**src/verilog/ltp_map.svh**
```systemverilog
/*
  register offsets, field positions, reset values and divider counts of the
  legacy timer pair.
  assumes: included by its bare name; definitions only.
*/
`ifndef LTP_MAP_SVH
`define LTP_MAP_SVH

// register indices; byte address on the bus is four times the index
`define LTP_IDX_RUN_FLAG 8'h88
`define LTP_IDX_MODE 8'h89
`define LTP_IDX_CNT_A_LOW 8'h8A
`define LTP_IDX_CNT_B_LOW 8'h8B
`define LTP_IDX_CNT_A_HIGH 8'h8C
`define LTP_IDX_CNT_B_HIGH 8'h8D
`define LTP_IDX_CLOCK_SEL 8'h8E
`define LTP_IDX_EXT_CFG 8'h8F
`define LTP_IDX_INT_EN 8'h90
`define LTP_IDX_IRQ_STATUS 8'h91
`define LTP_IDX_IRQ_MASK 8'h92

// reset values
`define LTP_RST_BYTE 8'h00

// timer_run_flag_reg fields
`define LTP_RUN_FLAG_OVF_B 7
`define LTP_RUN_FLAG_RUN_B 6
`define LTP_RUN_FLAG_OVF_A 5
`define LTP_RUN_FLAG_RUN_A 4
`define LTP_RUN_FLAG_MASK 8'hF0

// timer_mode_reg fields, per timer the nibble starts at 4*i
`define LTP_MODE_GATE 3
`define LTP_MODE_CTSEL 2
`define LTP_MODE_FIELD_LSB 0

// timer_clock_select fields
`define LTP_CKSEL_RELOAD_B_HIGH 7
`define LTP_CKSEL_RELOAD_B_LOW 6
`define LTP_CKSEL_RELOAD_A_HIGH 5
`define LTP_CKSEL_RELOAD_A_LOW 4
`define LTP_CKSEL_TIMER_B 3
`define LTP_CKSEL_TIMER_A 2
`define LTP_CKSEL_PRESCALE_LSB 0

// ext_input_config and interrupt_enables fields
`define LTP_EXT_POL_A 3
`define LTP_EXT_POL_B 7
`define LTP_IE_OVF_A 1
`define LTP_IE_OVF_B 3

// irq status and mask layout
`define LTP_IRQ_OVF_A 0
`define LTP_IRQ_OVF_B 1
`define LTP_IRQ_MASK 8'h03

// prescaler terminal counts (divisor minus one)
`define LTP_DIV12_LAST 6'h0B
`define LTP_DIV4_LAST 6'h03
`define LTP_DIV48_LAST 6'h2F
`define LTP_EXT_DIV8_LAST 6'h07

// 13-bit count wrap point
`define LTP_CNT13_ALL_ONES 13'h1FFF

`endif

```
**src/verilog/ltp_pkg.sv**
```systemverilog
/*
  types of the legacy timer pair.
  assumes: compiled before every module of the block.
*/
package ltp_pkg;

  // timer operating modes as decoded from the two-bit mode field
  typedef enum logic [1:0] {
    LTP_MODE_13BIT,
    LTP_MODE_16BIT,
    LTP_MODE_8BIT_RELOAD,
    LTP_MODE_SPLIT
  } ltp_mode_t;

  // prescaler source choice
  typedef enum logic [1:0] {
    LTP_PRE_DIV12,
    LTP_PRE_DIV4,
    LTP_PRE_DIV48,
    LTP_PRE_EXT_DIV8
  } ltp_pre_t;

  // bus slave handshake
  typedef enum logic {
    LTP_BUS_IDLE,
    LTP_BUS_DONE
  } ltp_bus_t;

endpackage

```
**src/verilog/ltp_fall_detect.sv**
```systemverilog
/*
  two-flop synchroniser with falling edge detection.
  assumes: pin_in may be asynchronous; fall_q is a one-cycle pulse on clk_sys.
*/
`timescale 1ns/1ps
`default_nettype none

module ltp_fall_detect
  import ltp_pkg::*;
(
  input wire logic clk_sys,
  input wire logic reset,
  input wire logic pin_in,
  output logic fall_q
);

  logic sync1_q, sync1_d;
  logic sync2_q, sync2_d;
  logic prev_q, prev_d;
  logic fall_d;

  // the first flop feeds only the second; edges are seen on settled levels
  always_comb
  begin
    sync1_d = pin_in;
    sync2_d = sync1_q;
    prev_d = sync2_q;
    fall_d = prev_q & ~sync2_q;
  end

  always_ff @(posedge clk_sys)
  begin
    if (reset)
    begin
      sync1_q <= 1'b1;
      sync2_q <= 1'b1;
      prev_q <= 1'b1;
      fall_q <= 1'b0;
    end
    else
    begin
      sync1_q <= sync1_d;
      sync2_q <= sync2_d;
      prev_q <= prev_d;
      fall_q <= fall_d;
    end
  end

endmodule

`default_nettype wire

```
**src/verilog/ltp_prescaler.sv**
```systemverilog
/*
  shared prescaler: one-cycle tick at sysclk/12, /4, /48 or ext clock/8.
  assumes: ext_fall is a synchronised one-cycle edge pulse.
*/
`timescale 1ns/1ps
`default_nettype none
`include "ltp_map.svh"

module ltp_prescaler
  import ltp_pkg::*;
(
  input wire logic clk_sys,
  input wire logic reset,
  input wire logic [1:0] prescale_field,
  input wire logic ext_fall,
  output logic tick_q
);

  logic [5:0] div_q, div_d;
  logic tick_d;
  logic [5:0] last;
  logic step;

  // a change of field mid-count alters only one period; a count at or past the new last ticks at the next step
  always_comb
  begin
    case (ltp_pre_t'(prescale_field))
      LTP_PRE_DIV12: last = `LTP_DIV12_LAST;
      LTP_PRE_DIV4: last = `LTP_DIV4_LAST;
      LTP_PRE_DIV48: last = `LTP_DIV48_LAST;
      LTP_PRE_EXT_DIV8: last = `LTP_EXT_DIV8_LAST;
      default: last = `LTP_DIV12_LAST;
    endcase
    step = (ltp_pre_t'(prescale_field) == LTP_PRE_EXT_DIV8) ? ext_fall : 1'b1;
    div_d = div_q;
    tick_d = 1'b0;
    if (step)
    begin
      if (div_q >= last)
      begin
        div_d = 6'h00;
        tick_d = 1'b1;
      end
      else
      begin
        div_d = div_q + 6'h01;
      end
    end
  end

  always_ff @(posedge clk_sys)
  begin
    if (reset)
    begin
      div_q <= 6'h00;
      tick_q <= 1'b0;
    end
    else
    begin
      div_q <= div_d;
      tick_q <= tick_d;
    end
  end

endmodule

`default_nettype wire

```
**src/verilog/ltp_timer_pair.sv**
```systemverilog
/*
  legacy timer pair in 13-bit mode with clock selection, gating, overflow
  flags, sticky irq status and an avalon-mm register slave.
  assumes: one clock clk_sys at 250 MHz, synchronous active-high reset;
  gate inputs are synchronous; count pins may be asynchronous.
*/
// Added by the designer: the Avalon-MM interface to the registers.
// What this block does
// - counter mode counts falling edges of count pin
// - prescale field picks /12, /4, /48, ext/8
// - bit 3 picks timer b timebase
// - bit 2 picks timer a timebase
// - bits 4,5 pick reload timer a clocks
// - bits 6,7 pick reload timer b clocks
// - each count is two byte registers
// - high byte msbs, low bits 4:0 lsbs
// - wrap from all ones sets overflow flag
// - count only when run and gate allow
// - setting run leaves count unchanged
// - timer b uses the same logic as timer a
// - timers configured independently
// - overflow irq passed only when enabled
// - mode field decodes four modes; only 13-bit mode counts here, the other three hold the count
// - flag set by hardware, cleared by software or vector
`timescale 1ns/1ps
`default_nettype none
`include "ltp_map.svh"

module ltp_timer_pair
  import ltp_pkg::*;
(
  input wire logic clk_sys,
  input wire logic reset,
  input wire logic [9:0] avs_address,
  input wire logic avs_read,
  input wire logic avs_write,
  input wire logic [31:0] avs_writedata,
  input wire logic [3:0] avs_byteenable,
  output logic [31:0] avs_readdata,
  output logic avs_waitrequest,
  input wire logic count_pin_a,
  input wire logic count_pin_b,
  input wire logic ext_clock_pin,
  input wire logic gate_input_a,
  input wire logic gate_input_b,
  input wire logic vector_ack_a,
  input wire logic vector_ack_b,
  output logic overflow_irq_a,
  output logic overflow_irq_b,
  output logic irq,
  output logic reload_a_low_clock_sel,
  output logic reload_a_high_clock_sel,
  output logic reload_b_low_clock_sel,
  output logic reload_b_high_clock_sel
);

  // register state
  logic [7:0] clock_sel_q, clock_sel_d;
  logic [7:0] run_flag_q, run_flag_d;
  logic [7:0] mode_q, mode_d;
  logic [7:0] ext_cfg_q, ext_cfg_d;
  logic [7:0] int_en_q, int_en_d;
  logic [7:0] sts_q, sts_d;
  logic [7:0] msk_q, msk_d;
  logic [7:0] cnt_low_q [2];
  logic [7:0] cnt_low_d [2];
  logic [7:0] cnt_high_q [2];
  logic [7:0] cnt_high_d [2];
  ltp_bus_t bus_q, bus_d;
  logic [31:0] rdata_d;
  logic [1:0] ovf_irq_d;
  logic irq_d;

  // per-timer helper nets
  logic [1:0] pin_fall;
  logic [1:0] tick;
  logic [1:0] count_en;
  logic [1:0] wrap;
  logic [1:0] pin_in;
  logic [1:0] gate_in;
  logic [1:0] ack_in;
  logic pre_tick;
  logic ext_fall;

  // bus decode
  logic access;
  logic wr_en;
  logic rd_en;
  logic [7:0] idx;
  logic [7:0] wbyte;

  assign pin_in = {count_pin_b, count_pin_a};
  assign gate_in = {gate_input_b, gate_input_a};
  assign ack_in = {vector_ack_b, vector_ack_a};

  // field positions per timer, decoded in several places
  function automatic int run_pos(input int i);
    run_pos = (i == 0) ? `LTP_RUN_FLAG_RUN_A : `LTP_RUN_FLAG_RUN_B;
  endfunction

  function automatic int ovf_pos(input int i);
    ovf_pos = (i == 0) ? `LTP_RUN_FLAG_OVF_A : `LTP_RUN_FLAG_OVF_B;
  endfunction

  function automatic logic [7:0] low_idx(input int i);
    low_idx = (i == 0) ? `LTP_IDX_CNT_A_LOW : `LTP_IDX_CNT_B_LOW;
  endfunction

  function automatic logic [7:0] high_idx(input int i);
    high_idx = (i == 0) ? `LTP_IDX_CNT_A_HIGH : `LTP_IDX_CNT_B_HIGH;
  endfunction

  // external clock for the prescaler passes the same synchroniser
  ltp_fall_detect u_ext_fall (
    .clk_sys(clk_sys),
    .reset(reset),
    .pin_in(ext_clock_pin),
    .fall_q(ext_fall)
  );

  ltp_prescaler u_prescaler (
    .clk_sys(clk_sys),
    .reset(reset),
    .prescale_field(clock_sel_q[`LTP_CKSEL_PRESCALE_LSB +: 2]),
    .ext_fall(ext_fall),
    .tick_q(pre_tick)
  );

  // one timebase, gate and wrap path per timer; both have their own settings
  for (genvar g = 0; g < 2; g++)
  begin : g_timer
    logic [3:0] nib;
    logic gate_ok;
    logic [12:0] cnt13;
    logic cksel;
    logic pol;

    assign nib = mode_q[4*g +: 4];
    assign cksel = clock_sel_q[(g == 0) ? `LTP_CKSEL_TIMER_A : `LTP_CKSEL_TIMER_B];
    assign pol = ext_cfg_q[(g == 0) ? `LTP_EXT_POL_A : `LTP_EXT_POL_B];

    ltp_fall_detect u_pin_fall (
      .clk_sys(clk_sys),
      .reset(reset),
      .pin_in(pin_in[g]),
      .fall_q(pin_fall[g])
    );

    // counter mode ignores the clock-select bit
    assign tick[g] = nib[`LTP_MODE_CTSEL] ? pin_fall[g] :
      (cksel ? 1'b1 : pre_tick);
    assign gate_ok = ~nib[`LTP_MODE_GATE] | (gate_in[g] == pol);
    // only the 13-bit mode counts here; the other modes hold the count
    assign count_en[g] = run_flag_q[run_pos(g)] & gate_ok & tick[g] &
      (ltp_mode_t'(nib[`LTP_MODE_FIELD_LSB +: 2]) == LTP_MODE_13BIT);
    assign cnt13 = {cnt_high_q[g], cnt_low_q[g][4:0]};
    assign wrap[g] = count_en[g] & (cnt13 == `LTP_CNT13_ALL_ONES);
  end

  assign access = (avs_read | avs_write) & (bus_q == LTP_BUS_IDLE);
  assign wr_en = access & avs_write & avs_byteenable[0];
  assign rd_en = access & avs_read;
  assign idx = avs_address[9:2];
  assign wbyte = avs_writedata[7:0];

  // register next values: bus writes, counting, flags and read data
  always_comb
  begin
    logic [12:0] nxt13;
    nxt13 = 13'h0000;
    clock_sel_d = clock_sel_q;
    run_flag_d = run_flag_q;
    mode_d = mode_q;
    ext_cfg_d = ext_cfg_q;
    int_en_d = int_en_q;
    sts_d = sts_q;
    msk_d = msk_q;
    bus_d = access ? LTP_BUS_DONE : LTP_BUS_IDLE;
    rdata_d = 32'h0000_0000;
    for (int i = 0; i < 2; i++)
    begin
      cnt_low_d[i] = cnt_low_q[i];
      cnt_high_d[i] = cnt_high_q[i];
      // count first, so a software byte write on the same edge wins
      if (count_en[i])
      begin
        nxt13 = {cnt_high_q[i], cnt_low_q[i][4:0]} + 13'h0001;
        cnt_high_d[i] = nxt13[12:5];
        cnt_low_d[i] = {cnt_low_q[i][7:5], nxt13[4:0]};
      end
    end
    // writes to unmapped indices are dropped; reads of them return zero
    if (wr_en)
    begin
      case (idx)
        `LTP_IDX_CLOCK_SEL: clock_sel_d = wbyte;
        `LTP_IDX_RUN_FLAG: run_flag_d = wbyte & `LTP_RUN_FLAG_MASK;
        `LTP_IDX_MODE: mode_d = wbyte;
        `LTP_IDX_EXT_CFG: ext_cfg_d = wbyte;
        `LTP_IDX_INT_EN: int_en_d = wbyte;
        `LTP_IDX_IRQ_MASK: msk_d = wbyte & `LTP_IRQ_MASK;
        default: ;
      endcase
      for (int i = 0; i < 2; i++)
      begin
        if (idx == low_idx(i))
        begin
          cnt_low_d[i] = wbyte;
        end
        if (idx == high_idx(i))
        begin
          cnt_high_d[i] = wbyte;
        end
      end
    end
    if (rd_en)
    begin
      case (idx)
        `LTP_IDX_CLOCK_SEL: rdata_d[7:0] = clock_sel_q;
        `LTP_IDX_RUN_FLAG: rdata_d[7:0] = run_flag_q;
        `LTP_IDX_MODE: rdata_d[7:0] = mode_q;
        `LTP_IDX_EXT_CFG: rdata_d[7:0] = ext_cfg_q;
        `LTP_IDX_INT_EN: rdata_d[7:0] = int_en_q;
        `LTP_IDX_IRQ_STATUS: rdata_d[7:0] = sts_q;
        `LTP_IDX_IRQ_MASK: rdata_d[7:0] = msk_q;
        default: rdata_d = 32'h0000_0000;
      endcase
      for (int i = 0; i < 2; i++)
      begin
        if (idx == low_idx(i))
        begin
          rdata_d[7:0] = cnt_low_q[i];
        end
        if (idx == high_idx(i))
        begin
          rdata_d[7:0] = cnt_high_q[i];
        end
      end
      if (idx == `LTP_IDX_IRQ_STATUS)
      begin
        sts_d = 8'h00;
      end
    end
    // flag clears first, then hardware sets so an event on the clear edge stays
    for (int i = 0; i < 2; i++)
    begin
      if (ack_in[i])
      begin
        run_flag_d[ovf_pos(i)] = 1'b0;
      end
      if (wrap[i])
      begin
        run_flag_d[ovf_pos(i)] = 1'b1;
        sts_d[(i == 0) ? `LTP_IRQ_OVF_A : `LTP_IRQ_OVF_B] = 1'b1;
      end
    end
    ovf_irq_d[0] = run_flag_d[`LTP_RUN_FLAG_OVF_A] & int_en_d[`LTP_IE_OVF_A];
    ovf_irq_d[1] = run_flag_d[`LTP_RUN_FLAG_OVF_B] & int_en_d[`LTP_IE_OVF_B];
    irq_d = |(sts_d & msk_d);
  end

  // registers and every top-level output
  always_ff @(posedge clk_sys)
  begin
    if (reset)
    begin
      clock_sel_q <= `LTP_RST_BYTE;
      run_flag_q <= `LTP_RST_BYTE;
      mode_q <= `LTP_RST_BYTE;
      ext_cfg_q <= `LTP_RST_BYTE;
      int_en_q <= `LTP_RST_BYTE;
      sts_q <= `LTP_RST_BYTE;
      msk_q <= `LTP_RST_BYTE;
      for (int i = 0; i < 2; i++)
      begin
        cnt_low_q[i] <= `LTP_RST_BYTE;
        cnt_high_q[i] <= `LTP_RST_BYTE;
      end
      bus_q <= LTP_BUS_IDLE;
      avs_readdata <= 32'h0000_0000;
      avs_waitrequest <= 1'b1;
      overflow_irq_a <= 1'b0;
      overflow_irq_b <= 1'b0;
      irq <= 1'b0;
      reload_a_low_clock_sel <= 1'b0;
      reload_a_high_clock_sel <= 1'b0;
      reload_b_low_clock_sel <= 1'b0;
      reload_b_high_clock_sel <= 1'b0;
    end
    else
    begin
      clock_sel_q <= clock_sel_d;
      run_flag_q <= run_flag_d;
      mode_q <= mode_d;
      ext_cfg_q <= ext_cfg_d;
      int_en_q <= int_en_d;
      sts_q <= sts_d;
      msk_q <= msk_d;
      for (int i = 0; i < 2; i++)
      begin
        cnt_low_q[i] <= cnt_low_d[i];
        cnt_high_q[i] <= cnt_high_d[i];
      end
      bus_q <= bus_d;
      avs_readdata <= rdata_d;
      avs_waitrequest <= ~access; // low for one cycle after the capture edge
      overflow_irq_a <= ovf_irq_d[0];
      overflow_irq_b <= ovf_irq_d[1];
      irq <= irq_d;
      reload_a_low_clock_sel <= clock_sel_d[`LTP_CKSEL_RELOAD_A_LOW];
      reload_a_high_clock_sel <= clock_sel_d[`LTP_CKSEL_RELOAD_A_HIGH];
      reload_b_low_clock_sel <= clock_sel_d[`LTP_CKSEL_RELOAD_B_LOW];
      reload_b_high_clock_sel <= clock_sel_d[`LTP_CKSEL_RELOAD_B_HIGH];
    end
  end

endmodule

`default_nettype wire

```
**config.mk**
```make
export PLATFORM = sky130hd
export DESIGN_NAME = ltp_timer_pair
export DESIGN_NICKNAME = d
export VERILOG_FILES = /design/src/verilog/ltp_pkg.sv /design/src/verilog/ltp_fall_detect.sv /design/src/verilog/ltp_prescaler.sv /design/src/verilog/ltp_timer_pair.sv
export VERILOG_INCLUDE_DIRS = /design/src /design/src/verilog
export SDC_FILE = /design/constraint.sdc
export NUM_CORES = 1
export LEC_CHECK = 0
export ABC_AREA = 1
export BUFFER_PORTS_ARGS = -buffer_cell sky130_fd_sc_hd__buf_4
export CAP_MARGIN = 10
export CORE_MARGIN = 8
export CORE_UTILIZATION = 50
export DETAILED_ROUTE_END_ITERATION = 10
export PLACE_DENSITY = 0.77
export SYNTH_ARGS = -nofsm -noshare
export SYNTH_HDL_FRONTEND = slang
export SYNTH_HIERARCHICAL = 1
export SYNTH_SLANG_ARGS = --single-unit
```
**constraint.sdc**
```tcl
create_clock -name clk_sys -period 1.5 [get_ports clk_sys]
set_input_delay 0.075 -clock clk_sys [delete_from_list [all_inputs] [get_ports clk_sys]]
set_output_delay 0.075 -clock clk_sys [all_outputs]
set_load 0.01 [all_outputs]
```
* Word-level counts from Yosys, hierarchy flattened *
Memories as Yosys holds them, arrays and structs flattened.
Index checks and enable logic that the tools add are counted.

cells by class
  add/sub/neg operators = 3
  magnitude comparators = 1
  eq/ne operators = 18
  multiplexer cells = 47
  bitwise gates (word level) = 34
  reduce and logical (&&, ||, !) cells = 11

operator list
  kind                                                 count
  2-to-1 mux 8 bit                                     22
  equality test 8 bit, second input constant           11
  case mux 8 bit (7 select lines)                      1
  2-to-1 mux 16 bit                                    2
  adder 13 x 1 -> 13 bit, second input constant        2
  equality test 13 bit, second input constant          2
  case mux 6 bit (4 select lines)                      1
  bitwise AND 1 bit                                    17
  2-to-1 mux 1 bit                                     16
  2-to-1 mux 5 bit                                     2
  AND reduction 2 bit                                  5
  inverter 1 bit                                       9
  bitwise AND 8 bit                                    1
  2-to-1 mux 4 bit                                     2
  OR reduction 8 bit                                   1
  OR 1 bit                                             7
  adder 6 x 1 -> 6 bit, second input constant          1
  greater-or-equal comparator 6 bit                    1
  logical NOT 2 bit                                    3
  2-to-1 mux 6 bit                                     1
  equality test 2 bit, second input constant           2
  OR reduction 2 bit                                   2
  equality test 1 bit                                  2
  equality test 2 x 1 -> 1 bit, second input constant  1

word-level totals
  flip-flop bits (word level) = 112
  bits in writable memories = 32
  input bits = 57
  output and inout port bits = 40
  logic and storage cells = 151
  memories = 2

memories
  name        depth  width  read ports  clocked after Yosys merged registers in  write ports  RTL line              source
  cnt_high_q  2      8      2           0                                        2            ltp_timer_pair.sv:67  logic [7:0] cnt_high_q [2];
  cnt_low_q   2      8      2           0                                        2            ltp_timer_pair.sv:65  logic [7:0] cnt_low_q [2];

* Longest topological paths before layout *
Gate-level depths: netlist of run 1.

  depth after elaboration = 9
  depth in mapped cells = 11

* Modules after synthesis *
Netlist of run 1, hierarchy kept.

modules (own cells, without submodules)
  module           instances  cells each  area an instance (um2)  sequential area each (um2)
  ltp_timer_pair   1          805         5391.4                  1941.9
  ltp_prescaler    1          59          420.4                   140.1
  ltp_fall_detect  3          10          110.1                   80.1

* Worst setup path after synthesis of run 1 *
Ideal clock, no wire load.

  path kind = reg2reg
  from = register clock_sel_q[1]
  to = register u_prescaler.div_q[4]
  setup time = 117 ps
  arrival time = 1454 ps
  data required time = 1383 ps
  path slack = -71 ps
  cell stages (with the launch flop) = 11
  buffers on the path = 0
  path through = dfxtp_1 -> inv_1 -> or2_2 -> ha_1 -> inv_1 -> nor2_1 -> nand3_1 -> nand2_1 -> nand2_1 -> nand2_1 -> nor2_1

on the way
  longest elaborated chain between the ends = 4

ends and longest elaborated chain
  item                                         RTL line                                  source
  start, declared                              ltp_timer_pair.sv:58                      logic [7:0] clock_sel_q, clock_sel_d;
  start signal, assigned                       ltp_timer_pair.sv:267                     clock_sel_q <= `LTP_RST_BYTE;
  start signal, assigned                       ltp_timer_pair.sv:292                     clock_sel_q <= clock_sel_d;
  equality test 2 bit (tied with other cells)  ltp_prescaler.sv:27, ltp_prescaler.sv:34
  case mux 6 bit (4 select lines)              ltp_prescaler.sv:27                       case (ltp_pre_t'(prescale_field))
  greater-or-equal comparator 6 bit            ltp_prescaler.sv:39                       if (div_q >= last)
  2-to-1 mux 6 bit                             ltp_prescaler.sv:39
  end signal, assigned                         ltp_prescaler.sv:60                       div_q <= div_d;
  end, declared                                ltp_prescaler.sv:19                       logic [5:0] div_q, div_d;

Several ways; a longest one is shown, not always the timed one. The select of a mux whose other input is x is not followed.
A chain may end at the register's enable or synchronous reset.

==> metrics.md, run 1 <==
| Metric | Value |
|---|---|
| Die height | 127 um |
| Post-Synth XOR/XNOR Area | 0.0285 |
| RSZ-0062 raised after global routing | yes |
| Crit share post-route | 0.965 |
| Synth Area in Simple Gates | 0.305 |
| # IOs | 97 |
| Most frequent CP cell | nor2_2 |
| Post-Syn Area | 0.00614 mm^2 |
| Top-count cell post-synth | nand2_1 |
| Wire per inst | 14.7 um |
| Post-synthesis compound-gate area fraction | 0.141 |
| Synth Flop Type | dfxtp_1 |
| Post-route insts no fill | 1178 |
| Clock Sinks | 116 |
| Remaining antenna violation count | 0 |
| Gr usage total | 0.211 |
| Initial antenna violation count | 0 |
| Top delay family on crit path | simple AND/OR/NAND/NOR gates |
| Max Transition Viols Final | 0 |
| CP Capture Type | flip-flop |
| Area Growth Syn to Fin | 30.0% |
| DR vias | 6102 |
| Antenna cells | 0 |
| Post-synth EDFFs | 0 |
| Total Wirelength | 17.3 mm |
| Post-synthesis mux area share | 0 |
| Maximum vdd drop | 783 uV |
| Tmin final | 1.45 ns |
| Skew-Pair Late Insertion Delay | 0.42 ns |
| Vias in the first global route | 5542 |
| Synth area leaders | dfxtp_1, nand2_1, inv_1 |
| Share of cells above drive strength 1 | 0.220 |
| Post-DP HPWL | 12.0 mm |
| Startpoint type of the worst setup path | flip-flop |
| Crit path launch | mode_q[5] |
| Slowest-stage cell, CP | dfxtp_2 |
| Wire length of the first global-routing pass | 26.9 mm |
| Fmax | 691 MHz |
| Clock transition at path regs | 0.06 ns |
| Synth Instances | 894 |
| Adder-cell area share of the yosys netlist | 0.0122 |
| Hold Crit Class | primary input to flip-flop |
| Final setup vio count | 0 |
| WP buf/inv | 2 |
| Placement Rows | 40 |
| Placed cells | 1126 |
| Hold path startpoint | avs_writedata[3] |
| Synth top cells by count | nand2_1, inv_1, dfxtp_1 |
| Fin. Hold Viols | 0 |
| H-tree Lvls | 4 |
| Gr ovfl total | 0 |
| Largest family of logic cells by synthesized area | simple AND/OR/NAND/NOR gates |
| Starting Density | 0.511 |
| Filler Cell Count | 1024 |
| Leakage | 3.53 nW |
| NumNets Final | 1081 |
| GP Congestion | 0.921 |
| CTS Buffer Depth | 2 |
| Vias per std cell | 5.18 |
| TritonCTS clock tree | done |
| Synth warn | 6 |
| Place WS | -0.0562 ns |
| Die X | 127 um |
| Max cap viols | 0 |
| DRC | 0 |
| Largest net degree at the start of global routing | 46 |
| Register area share after synthesis | 0.378 |
| Crit path kind | flip-flop to flip-flop |
| Outcome | complete, no violations |
| Final WS setup | 0.0521 ns |
| Distinct cell type count after synthesis | 31 |
| Port bufs | 43 |
| DR iter-0 viols | 561 |
| Max FO, Critical Path | 10 |
| Die area | 0.0161 mm^2 |
| Number of synthesized register bits | 116 |
| Worst Skew | 0.00909 ns |
| Async S/R FF share, synth | 0 |
| Critical Path, Cell by Cell | nor2_2, nand3_1, nor2_2, nand2_2, buf_4, xor2_1, o21ai_0, inv_1 |
| Area leader, netlist | dfxtp_1 |
| FF-to-FF Start | mode_q[5] |
| Core area | 0.0120 mm^2 |
| Number of buffers created by CTS | 17 |
| Max stage delay on crit path | 0.33 ns |
| Pwr per Cell Area | 985 mW/mm^2 |
| Total iterations of the first detailed-routing run | 5 |
| Clock root buffer | clkbuf_16 |
| Synth Area per Inst | 6.87 um^2 |
| CP Data Arrival Time | 1.75 ns |
| Synth top area share | 0.378 |
| Worst path required time | 1.80 ns |
==> per-stage QoR <==
stage	hold WS, ns	cell area, um^2	power (mW)	TNS, ns	utilization
floorplan	0.147	6230	3.45	0	-
global placement	0.255	6990	3.57	-0.0200	0.582
detailed placement	0.260	6990	3.58	-0.293	0.582
CTS	0.0119	7790	7.88	0	0.649
global route	0.0374	7990	8.08	-0.154	0.665
finish	0.0402	7990	7.87	0	0.665
==> final timing paths <==
| check | depth (start not counted) | slack, ns | end |
|---|---|---|---|
| hold reg to reg | 1 | 0.40 | u_ext_fall/prev_d |
| hold / removal | 3 | 0.04 | cnt_low_q[0][11] |
| setup / recovery | 8 | 0.05 | cnt_low_q[0][8] |
| setup reg to reg | 8 | 0.05 | cnt_low_q[0][8] |
==> routing by layer <==
layer	part of all wire	global-route usage	routed length, um	vias to the layer above
li1	-	-	-	3064
met1	0.43	0.258	7350	2767
met2	0.46	0.330	8020	219
met3	0.077	0.0574	1330	52
met4	0.034	0.112	589	0
met5	0	0	0	-
==> layout by cell type (no fill, tap or decap), types with 10 or more instances in the layout <==
| cell | n |
|---|---|
| nand2_1 | 150 |
| nor2_2 | 10 |
| a21oi_1 | 71 |
| dlygate4sd3_1 | 14 |
| inv_1 | 128 |
| nand2_2 | 11 |
| o21ai_0 | 75 |
| conb_1 | 24 |
| o211ai_1 | 11 |
| dfxtp_1 | 109 |
| nand3_1 | 88 |
| nor2_1 | 79 |
| clkbuf_16 | 17 |
| nor2_4 | 12 |
| buf_4 | 111 |
| or2_1 | 10 |
| xor2_1 | 16 |
==> state kept, by name, summed over array words and instances, names as in the netlist, 2 cells and up <==
| register | cells |
|---|---|
| avs_readdata | 8 |
| clock_sel_q | 7 |
| cnt_high_q | 16 |
| cnt_low_q | 16 |
| ext_cfg_q | 8 |
| g_timer.u_pin_fall/fall_q | 2 |
| g_timer.u_pin_fall/prev_d | 2 |
| g_timer.u_pin_fall/prev_q | 2 |
| g_timer.u_pin_fall/sync1_q | 2 |
| int_en_q | 8 |
| mode_q | 8 |
| msk_q | 8 |
| run_flag_q | 4 |
| sts_q | 8 |
| u_prescaler/div_q | 6 |
==> cell type report <==
type                            count  area [um^2]  area share
Clock buffer                       23          478      0.0599
Timing Repair inverter              1         5.00    0.000627
Multi-Input combinational cell    613         3250       0.407
Inverter                          140          533      0.0668
Timing Repair Buffer              129         1050       0.132
Tap cell                          147          184      0.0230
Sequential cell                   116         2330       0.292
Clock inverter                      9          150      0.0188
==> worst reg2reg max path: stages, from the launching register on <==
cell     delay [ns]
dfxtp_2        0.33
nor2_2         0.09
nand3_1        0.08
nor2_2         0.19
nand2_2        0.09
buf_4          0.19
xor2_1         0.15
o21ai_0        0.17
inv_1          0.06
==> power breakdown <==
part	internal (mW)	switching, mW	total (mW)
Clock	2.90	1.40	4.30
Combinational	0.160	0.280	0.441
Sequential	3.11	0.0132	3.12
Total	6.17	1.70	7.87
==> what timing repair did <==
| action | CTS | global route |
|---|---|---|
| cloned | 0 | 1 |
| setup buffers | 0 | 5 |
| endpoints found under the hold margin | 29 | 0 |
| endpoints found under the setup margin | 11 | 37 |
| hold buffers | 14 | 0 |
| resized for setup | 8 | 53 |
| pin swaps | 2 | 19 |
==> logic make-up after synthesis <==
family / Yosys count
buffers and inverters: 188
adders and majority gates: 6
DFF: 116
other: 1
xor gates and xnor gates: 20
and+or+nand+nor: 396
AOI/OAI and AO/OA: 167
Power figures use the tool's default switching activity.
==> inputs of run 2 (changes only) <==
PLACE_DENSITY = 0.84   (was 0.77)
RECOVER_POWER = 100   (was default)
==> metrics.md, run 2 (synthesis gave the netlist of run 1 again) <==
| Metric | Value |
|---|---|
| Share of cells above drive strength 1 | 0.210 (was 0.220) |
| Outcome | finished, violations left (was complete, no violations) |
| Port bufs | 43 (unchanged) |
| Antenna cells | 0 (unchanged) |
| Vias per std cell | 5.40 (was 5.18) |
| DRC | 0 (unchanged) |
| Gr usage total | 0.220 (was 0.211) |
| Fmax | 653 MHz (was 691 MHz) |
| Max Transition Viols Final | 0 (unchanged) |
| Clock transition at path regs | 0.06 ns (about the same) |
| Die area | 0.0161 mm^2 (unchanged) |
| Die X | 127 um (unchanged) |
| Area Growth Syn to Fin | 28.2% (was 30.0%) |
| Maximum vdd drop | 779 uV (was 783 uV) |
| Vias in the first global route | 5919 (was 5542) |
| Placed cells | 1115 (was 1126) |
| Gr ovfl total | 0 (unchanged) |
| Skew-Pair Late Insertion Delay | 0.43 ns (was 0.42 ns) |
| Initial antenna violation count | 0 (unchanged) |
| Hold slack final | 0.0143 ns (was 0.0402 ns) |
| Post-DP HPWL | 12.0 mm (about the same) |
| Crit share post-route | 1.02 (was 0.965) |
| Fin Setup TNS | -0.0499 ns (was 0 ns) |
| # IOs | 97 (unchanged) |
| Total Wirelength | 18.4 mm (was 17.3 mm) |
| Final WS setup | -0.0303 ns (was 0.0521 ns) |
| Max FO, Critical Path | 8 (was 10) |
| Placement Rows | 40 (unchanged) |
| Pwr per Cell Area | 974 mW/mm^2 (was 985 mW/mm^2) |
| RSZ-0062 raised after global routing | yes (unchanged) |
| Largest net degree at the start of global routing | 46 (unchanged) |
| Worst path required time | 1.81 ns (was 1.80 ns) |
| DR vias | 6328 (was 6102) |
| Number of buffers created by CTS | 17 (unchanged) |
| TritonCTS clock tree | done (unchanged) |
| Final setup vio count | 3 (was 0) |
| CP Data Arrival Time | 1.84 ns (was 1.75 ns) |
| Crit path kind | flip-flop to flip-flop (unchanged) |
| Place WS | -0.0561 ns (was -0.0562 ns) |
| Max cap viols | 0 (unchanged) |
| Startpoint type of the worst setup path | flip-flop (unchanged) |
| Top flop regs | cnt_high_q: 16 flops, cnt_low_q: 16 flops (unchanged) |
| Core area | 0.0120 mm^2 (unchanged) |
| Fin. Hold Viols | 0 (unchanged) |
| Tmin final | 1.53 ns (was 1.45 ns) |
| Finished Core Util | 0.655 (was 0.665) |
| Wire length of the first global-routing pass | 28.4 mm (was 26.9 mm) |
| Wire per inst | 15.7 um (was 14.7 um) |
| Clock root buffer | clkbuf_16 (unchanged) |
| DR iter-0 viols | 647 (was 561) |
| Post-route insts no fill | 1171 (was 1178) |
| CTS Buffer Depth | 2 (unchanged) |
| GP Congestion | 0.928 (was 0.921) |
| CP Capture Type | flip-flop (unchanged) |
| Starting Density | 0.511 (unchanged) |
| Worst Skew | 0.00814 ns (was 0.00909 ns) |
| H-tree Lvls | 4 (unchanged) |
| Failing checks | negative setup slack |
| Commonest non-fill, non-tap cell in the layout | nand2_1 (unchanged) |
| Remaining antenna violation count | 0 (unchanged) |
| NumNets Final | 1074 (was 1081) |
| Total iterations of the first detailed-routing run | 7 (was 5) |
| Commonest cells after routing, fill and taps aside | nand2_1, inv_1, dfxtp_1 (was nand2_1, inv_1, buf_4) |
| Hold Crit Class | primary input to flip-flop (unchanged) |
| Leakage | 3.42 nW (was 3.53 nW) |
| Die height | 127 um (unchanged) |
| Clock Sinks | 116 (unchanged) |
==> run 2: cell types whose count changed in the layout (fill, tap and decap cells not counted), sizes merged <==
cell,change
nand3,+1
bufinv,-2
clkbuf,+18
dlygate4sd3,+3
buf,-34
clkinv,+1
clkinvlp,-2
inv,+8
==> run 2: worst paths after layout <==
kind                       from                 to  slack, ns  depth (start not counted)
min reg2reg  u_ext_fall/sync1_q  u_ext_fall/prev_d       0.40                          1
max                       bus_q       ext_cfg_q[3]      -0.03                          7
max reg2reg               bus_q       ext_cfg_q[3]      -0.03                          7
min            avs_writedata[3]   cnt_low_q[0][11]       0.01                          3
==> run 2: layout make-up <==
class / instances / area, um^2
Clock buffer: 17 / 425
Fill cell: 954 / 4140
Sequential cell: 116 / 2340
Tap cell: 147 / 184
Multi-Input combinational cell: 614 / 3280
Timing Repair Buffer: 122 / 935
Clock inverter: 15 / 170
Inverter: 140 / 531
==> run 2: routing by layer <==
layer / vias up / routed length (um) / track usage
met5: - / 0 / 0
met1: 2881 / 7430 / 0.272
met3: 70 / 1560 / 0.0499
met4: 0 / 804 / 0.115
li1: 3047 / - / -
met2: 330 / 8560 / 0.350
==> run 2: timing repair <==
action,in CTS,in global routing
hold buffers,17,0
setup endpoints to repair,19,39
cloned,0,1
pin swaps,3,29
endpoints found under the hold margin,30,0
setup buffers,0,6
resized for setup,8,81
==> run 2: power breakdown <==
part / internal, mW / switching (mW)
Clock: 2.49 / 1.61
Combinational: 0.166 / 0.289
Sequential: 3.11 / 0.0143
==> run 2: through the flow <==
step                area, um^2  power (mW)
global placement          6900        3.57
floorplan                 6230        3.45
detailed placement        6900        3.58
global route              7870        7.88
CTS                       7700        7.66
finish                    7870        7.67
==> run 2: critical path, cell delays in order (launching register included) <==
cell and delay, ns:
dfxtp_2 0.34, nor2_4 0.15, buf_12 0.14, clkbuf_2 0.17, nand3_1 0.12, clkbuf_2 0.20
o21ai_0 0.21, a21oi_1 0.08
==> inputs of run 3 (changes only) <==
ABC_AREA = default   (was 1)
==> metrics.md, run 3 <==
| Metric | Value |
|---|---|
| Outcome | finished, violations left (unchanged) |
| Failing checks | negative setup slack (unchanged) |
| Slew at the pin closest to its max-slew limit | 0.505 ns |
| Clock Sinks | 116 (unchanged) |
| Sequential Power Share | 0.410 (was 0.407) |
| Max FO, Critical Path | 3 (was 8) |
| Slew HR | 0.663 |
| Skew-Pair Late Insertion Delay | 0.43 ns (about the same) |
| Fin. Hold Viols | 0 (unchanged) |
| Slowest-stage cell, CP | or3_4 (was dfxtp_2) |
| # IOs | 97 (unchanged) |
| Max stage delay on crit path | 0.39 ns (was 0.34 ns) |
| WHS Path Cells | 2 (was 3) |
| Worst Skew | 0.00935 ns (was 0.00814 ns) |
| Die height | 123 um (was 127 um) |
| Gate power share | 0.074 (was 0.059) |
| DR iter-0 viols | 664 (was 647) |
| Place WS | -0.343 ns (was -0.0561 ns) |
| Core area | 0.0113 mm^2 (was 0.0120 mm^2) |
| Starting Density | 0.507 (was 0.511) |
| Top flop regs | cnt_high_q: 16 flops, cnt_low_q: 16 flops (unchanged) |
| Clock root buffer | clkbuf_16 (unchanged) |
| Remaining antenna violation count | 0 (unchanged) |
| Post-Syn Area | 0.00571 mm^2 (was 0.00614 mm^2) |
| Top-count cell post-synth | nand2_1 (unchanged) |
| Final WS setup | -0.328 ns (was -0.0303 ns) |
| Clk pwr share | 0.516 (was 0.534) |
| Port bufs | 43 (unchanged) |
| Post-route insts no fill | 1015 (was 1171) |
| Register area share after synthesis | 0.406 (was 0.378) |
| Synth Flop Type | dfxtp_1 (unchanged) |
| RSZ-0062 raised after global routing | yes (unchanged) |
| Finished Core Util | 0.730 (was 0.655) |
| Initial antenna violation count | 0 (unchanged) |
| CP Capture Type | flip-flop (unchanged) |
| Wire per inst | 18.7 um (was 15.7 um) |
| H-tree Lvls | 4 (unchanged) |
| Power Total | 7.61 mW (was 7.67 mW) |
| Maximum vdd drop | 1450 uV (was 779 uV) |
| Largest net degree at the start of global routing | 38 (was 46) |
| Die X | 123 um (was 127 um) |
| Tmin final | 1.83 ns (was 1.53 ns) |
| Synth area leaders | dfxtp_1, nand2_1, a21oi_1 (was dfxtp_1, nand2_1, inv_1) |
| GP Congestion | 0.972 (was 0.928) |
| Area Growth Syn to Fin | 44.0% (was 28.2%) |
| Wire length of the first global-routing pass | 29.0 mm (was 28.4 mm) |
| Hold Crit Class | primary input to flip-flop (unchanged) |
| Worst path required time | 1.87 ns (was 1.81 ns) |
| FF+latch area | 0.00233 mm^2 (was 0.00234 mm^2) |
| Gr usage total | 0.249 (was 0.220) |
| Worst R2R Setup Slack | -0.33 ns (was -0.03 ns) |
| Synth Area per Inst | 8.15 um^2 (was 6.87 um^2) |
| Number of synthesized register bits | 116 (unchanged) |
| Critical Path, Cell by Cell | xor2_2, a221oi_2, buf_4, nand4_4, or3_4, a211oi_2, a221o_1 (was nor2_4, buf_12, clkbuf_2, nand3_1, clkbuf_2, o21ai_0, a21oi_1) |
| Net Sw Frac | 0.233 (was 0.249) |
| Synth top area share | 0.406 (was 0.378) |
| NumNets Final | 922 (was 1074) |
| Synth Instances | 701 (was 894) |
| Crit share post-route | 1.22 (was 1.02) |
| Synth warn | 6 (unchanged) |
| Crit path kind | flip-flop to flip-flop (unchanged) |
| Post-DP HPWL | 12.4 mm (was 12.0 mm) |
| Clock transition at path regs | 0.06 ns (about the same) |
| NetSw | 1.77 mW (was 1.91 mW) |
| Synth top cells by count | nand2_1, dfxtp_1, a21oi_1 (was nand2_1, inv_1, dfxtp_1) |
| R2R depth | 7 (unchanged) |
| Antenna cells | 0 (unchanged) |
| Final setup vio count | 59 (was 3) |
| Total iterations of the first detailed-routing run | 8 (was 7) |
| Number of buffers created by CTS | 17 (unchanged) |
| Multi-input combinational cell area | 0.00363 mm^2 (was 0.00328 mm^2) |
| R2r endpoint | irq (was ext_cfg_q[3]) |
| Fmax | 547 MHz (was 653 MHz) |
| Commonest non-fill, non-tap cell in the layout | buf_4 (was nand2_1) |
| Share of cells above drive strength 1 | 0.344 (was 0.210) |
| DR vias | 5949 (was 6328) |
| CTS Buffer Depth | 2 (unchanged) |
| Vias in the first global route | 5813 (was 5919) |
| Die area | 0.0151 mm^2 (was 0.0161 mm^2) |
| DRC | 0 (unchanged) |
| Pwr per Cell Area | 925 mW/mm^2 (was 974 mW/mm^2) |
| Max cap viols | 0 (unchanged) |
| Fin Setup TNS | -6.98 ns (was -0.0499 ns) |
| CP Data Arrival Time | 2.20 ns (was 1.84 ns) |
| Hold path endpoint | cnt_low_q[0][15] (was cnt_low_q[0][11]) |
| Filler Cell Count | 784 (was 954) |
| Vias per std cell | 5.86 (was 5.40) |
| Post-synth EDFFs | 0 (unchanged) |
| Startpoint type of the worst setup path | flip-flop (unchanged) |
| Leakage | 3.35 nW (was 3.42 nW) |
| FF-to-FF Start | ext_cfg_q[7] (was bus_q) |
| Placement Rows | 39 (was 40) |
| Commonest cells after routing, fill and taps aside | buf_4, nand2_1, dfxtp_1 (was nand2_1, inv_1, dfxtp_1) |
| Gr ovfl total | 0 (unchanged) |
| Hold path startpoint | reset (was avs_writedata[3]) |
| Placed cells | 962 (was 1115) |
| TritonCTS clock tree | done (unchanged) |
| Max Transition Viols Final | 0 (unchanged) |
| Total Wirelength | 19.0 mm (was 18.4 mm) |
| Area leader, netlist | dfxtp_1 (unchanged) |
| Internal | 5.84 mW (was 5.76 mW) |
| Distinct cell type count after synthesis | 63 (was 31) |
| Async S/R FF share, synth | 0 (unchanged) |
==> run 3: cell count changes in the layout (fill, tap and decap cells not counted), moves of 14 or more <==
| cell | delta |
|---|---|
| inv_1 | -118 |
| nand3_1 | -69 |
| nand2_1 | -37 |
| o21ai_0 | -39 |
| a211oi_1 | +14 |
| buf_4 | +75 |
| nor2_1 | -36 |
| a21oi_1 | -27 |
| mux2i_1 | +18 |
| clkbuf_1 | -14 |
==> run 3: what timing repair did <==
action / CTS / global route
hold endpoints to repair: 39 / 0
hold buffers: 15 / 0
setup buffers: 4 / 4
setup endpoints to repair: 57 / 67
pin swaps: 47 / 36
gates resized for setup: 74 / 48
==> run 3: cell families (layout without fill, tap and decap cells) <==
logic type,Yosys count,count (layout),synth area share
simple gates,295,295,0.255
compound gates,159,159,0.175
xor+xnor,25,25,0.0383
mux,23,23,0.0410
flops,116,116,0.406
buf+inv,76,224,0.0710
other cells,1,24,0.000656
fa+ha+maj,6,6,0.0131
==> run 3: worst max-delay path, delay by kind of cell, from the launching register on <==
| family | cells | cell delay, ns |
|---|---|---|
| AOI/OAI and AO/OA | 3 | 0.62 |
| and+or+nand+nor | 2 | 0.46 |
| DFF | 1 | 0.34 |
| buffers and inverters | 1 | 0.19 |
| xor gates and xnor gates | 1 | 0.15 |
==> run 3: metal layers <==
layer | vias up | GRT usage | part of all wire
li1 | 2727 | - | -
met1 | 2791 | 0.298 | 0.38
met2 | 358 | 0.397 | 0.47
met3 | 73 | 0.0689 | 0.11
met4 | 0 | 0.139 | 0.041
met5 | - | 0 | 0
==> run 3: metrics by stage <==
stage	hold WS, ns	cell area [um^2]
after detailed placement	0.264	6930
after global routing	0.101	8230
after global placement	0.257	6930
after CTS	0.0712	8010
after floorplan	0.141	5910
final	0.105	8230
==> run 3: worst max path at each step <==
stage / from / endpoint / slack, ns / cells past startpoint
after floorplan: ext_cfg_q[7] / irq / -0.23 / 6
after global placement: ext_cfg_q[7] / irq / -0.35 / 7
after detailed placement: avs_address[7] / overflow_irq_b / -0.34 / 9
after CTS: ext_cfg_q[7] / irq / -0.30 / 7
after global routing: ext_cfg_q[3] / irq / -0.36 / 6
final: ext_cfg_q[7] / irq / -0.33 / 7
==> run 3: power groups by stage <==
stage,Clock [mW],Sequential (mW),Combinational [mW]
after floorplan,0,3.18,0.295
after global placement,0,3.18,0.457
after detailed placement,0,3.19,0.462
after CTS,3.95,3.12,0.516
after global routing,4.10,3.12,0.592
final,3.93,3.12,0.564
==> run 3: layout make-up <==
cell class | count | area share
clock buffer | 22 | 0.0564
sequential | 116 | 0.284
clock inverter | 10 | 0.0129
timing repair buffer | 181 | 0.179
inverter | 11 | 0.00502
multi-input combinational | 532 | 0.441
tap | 143 | 0.0217
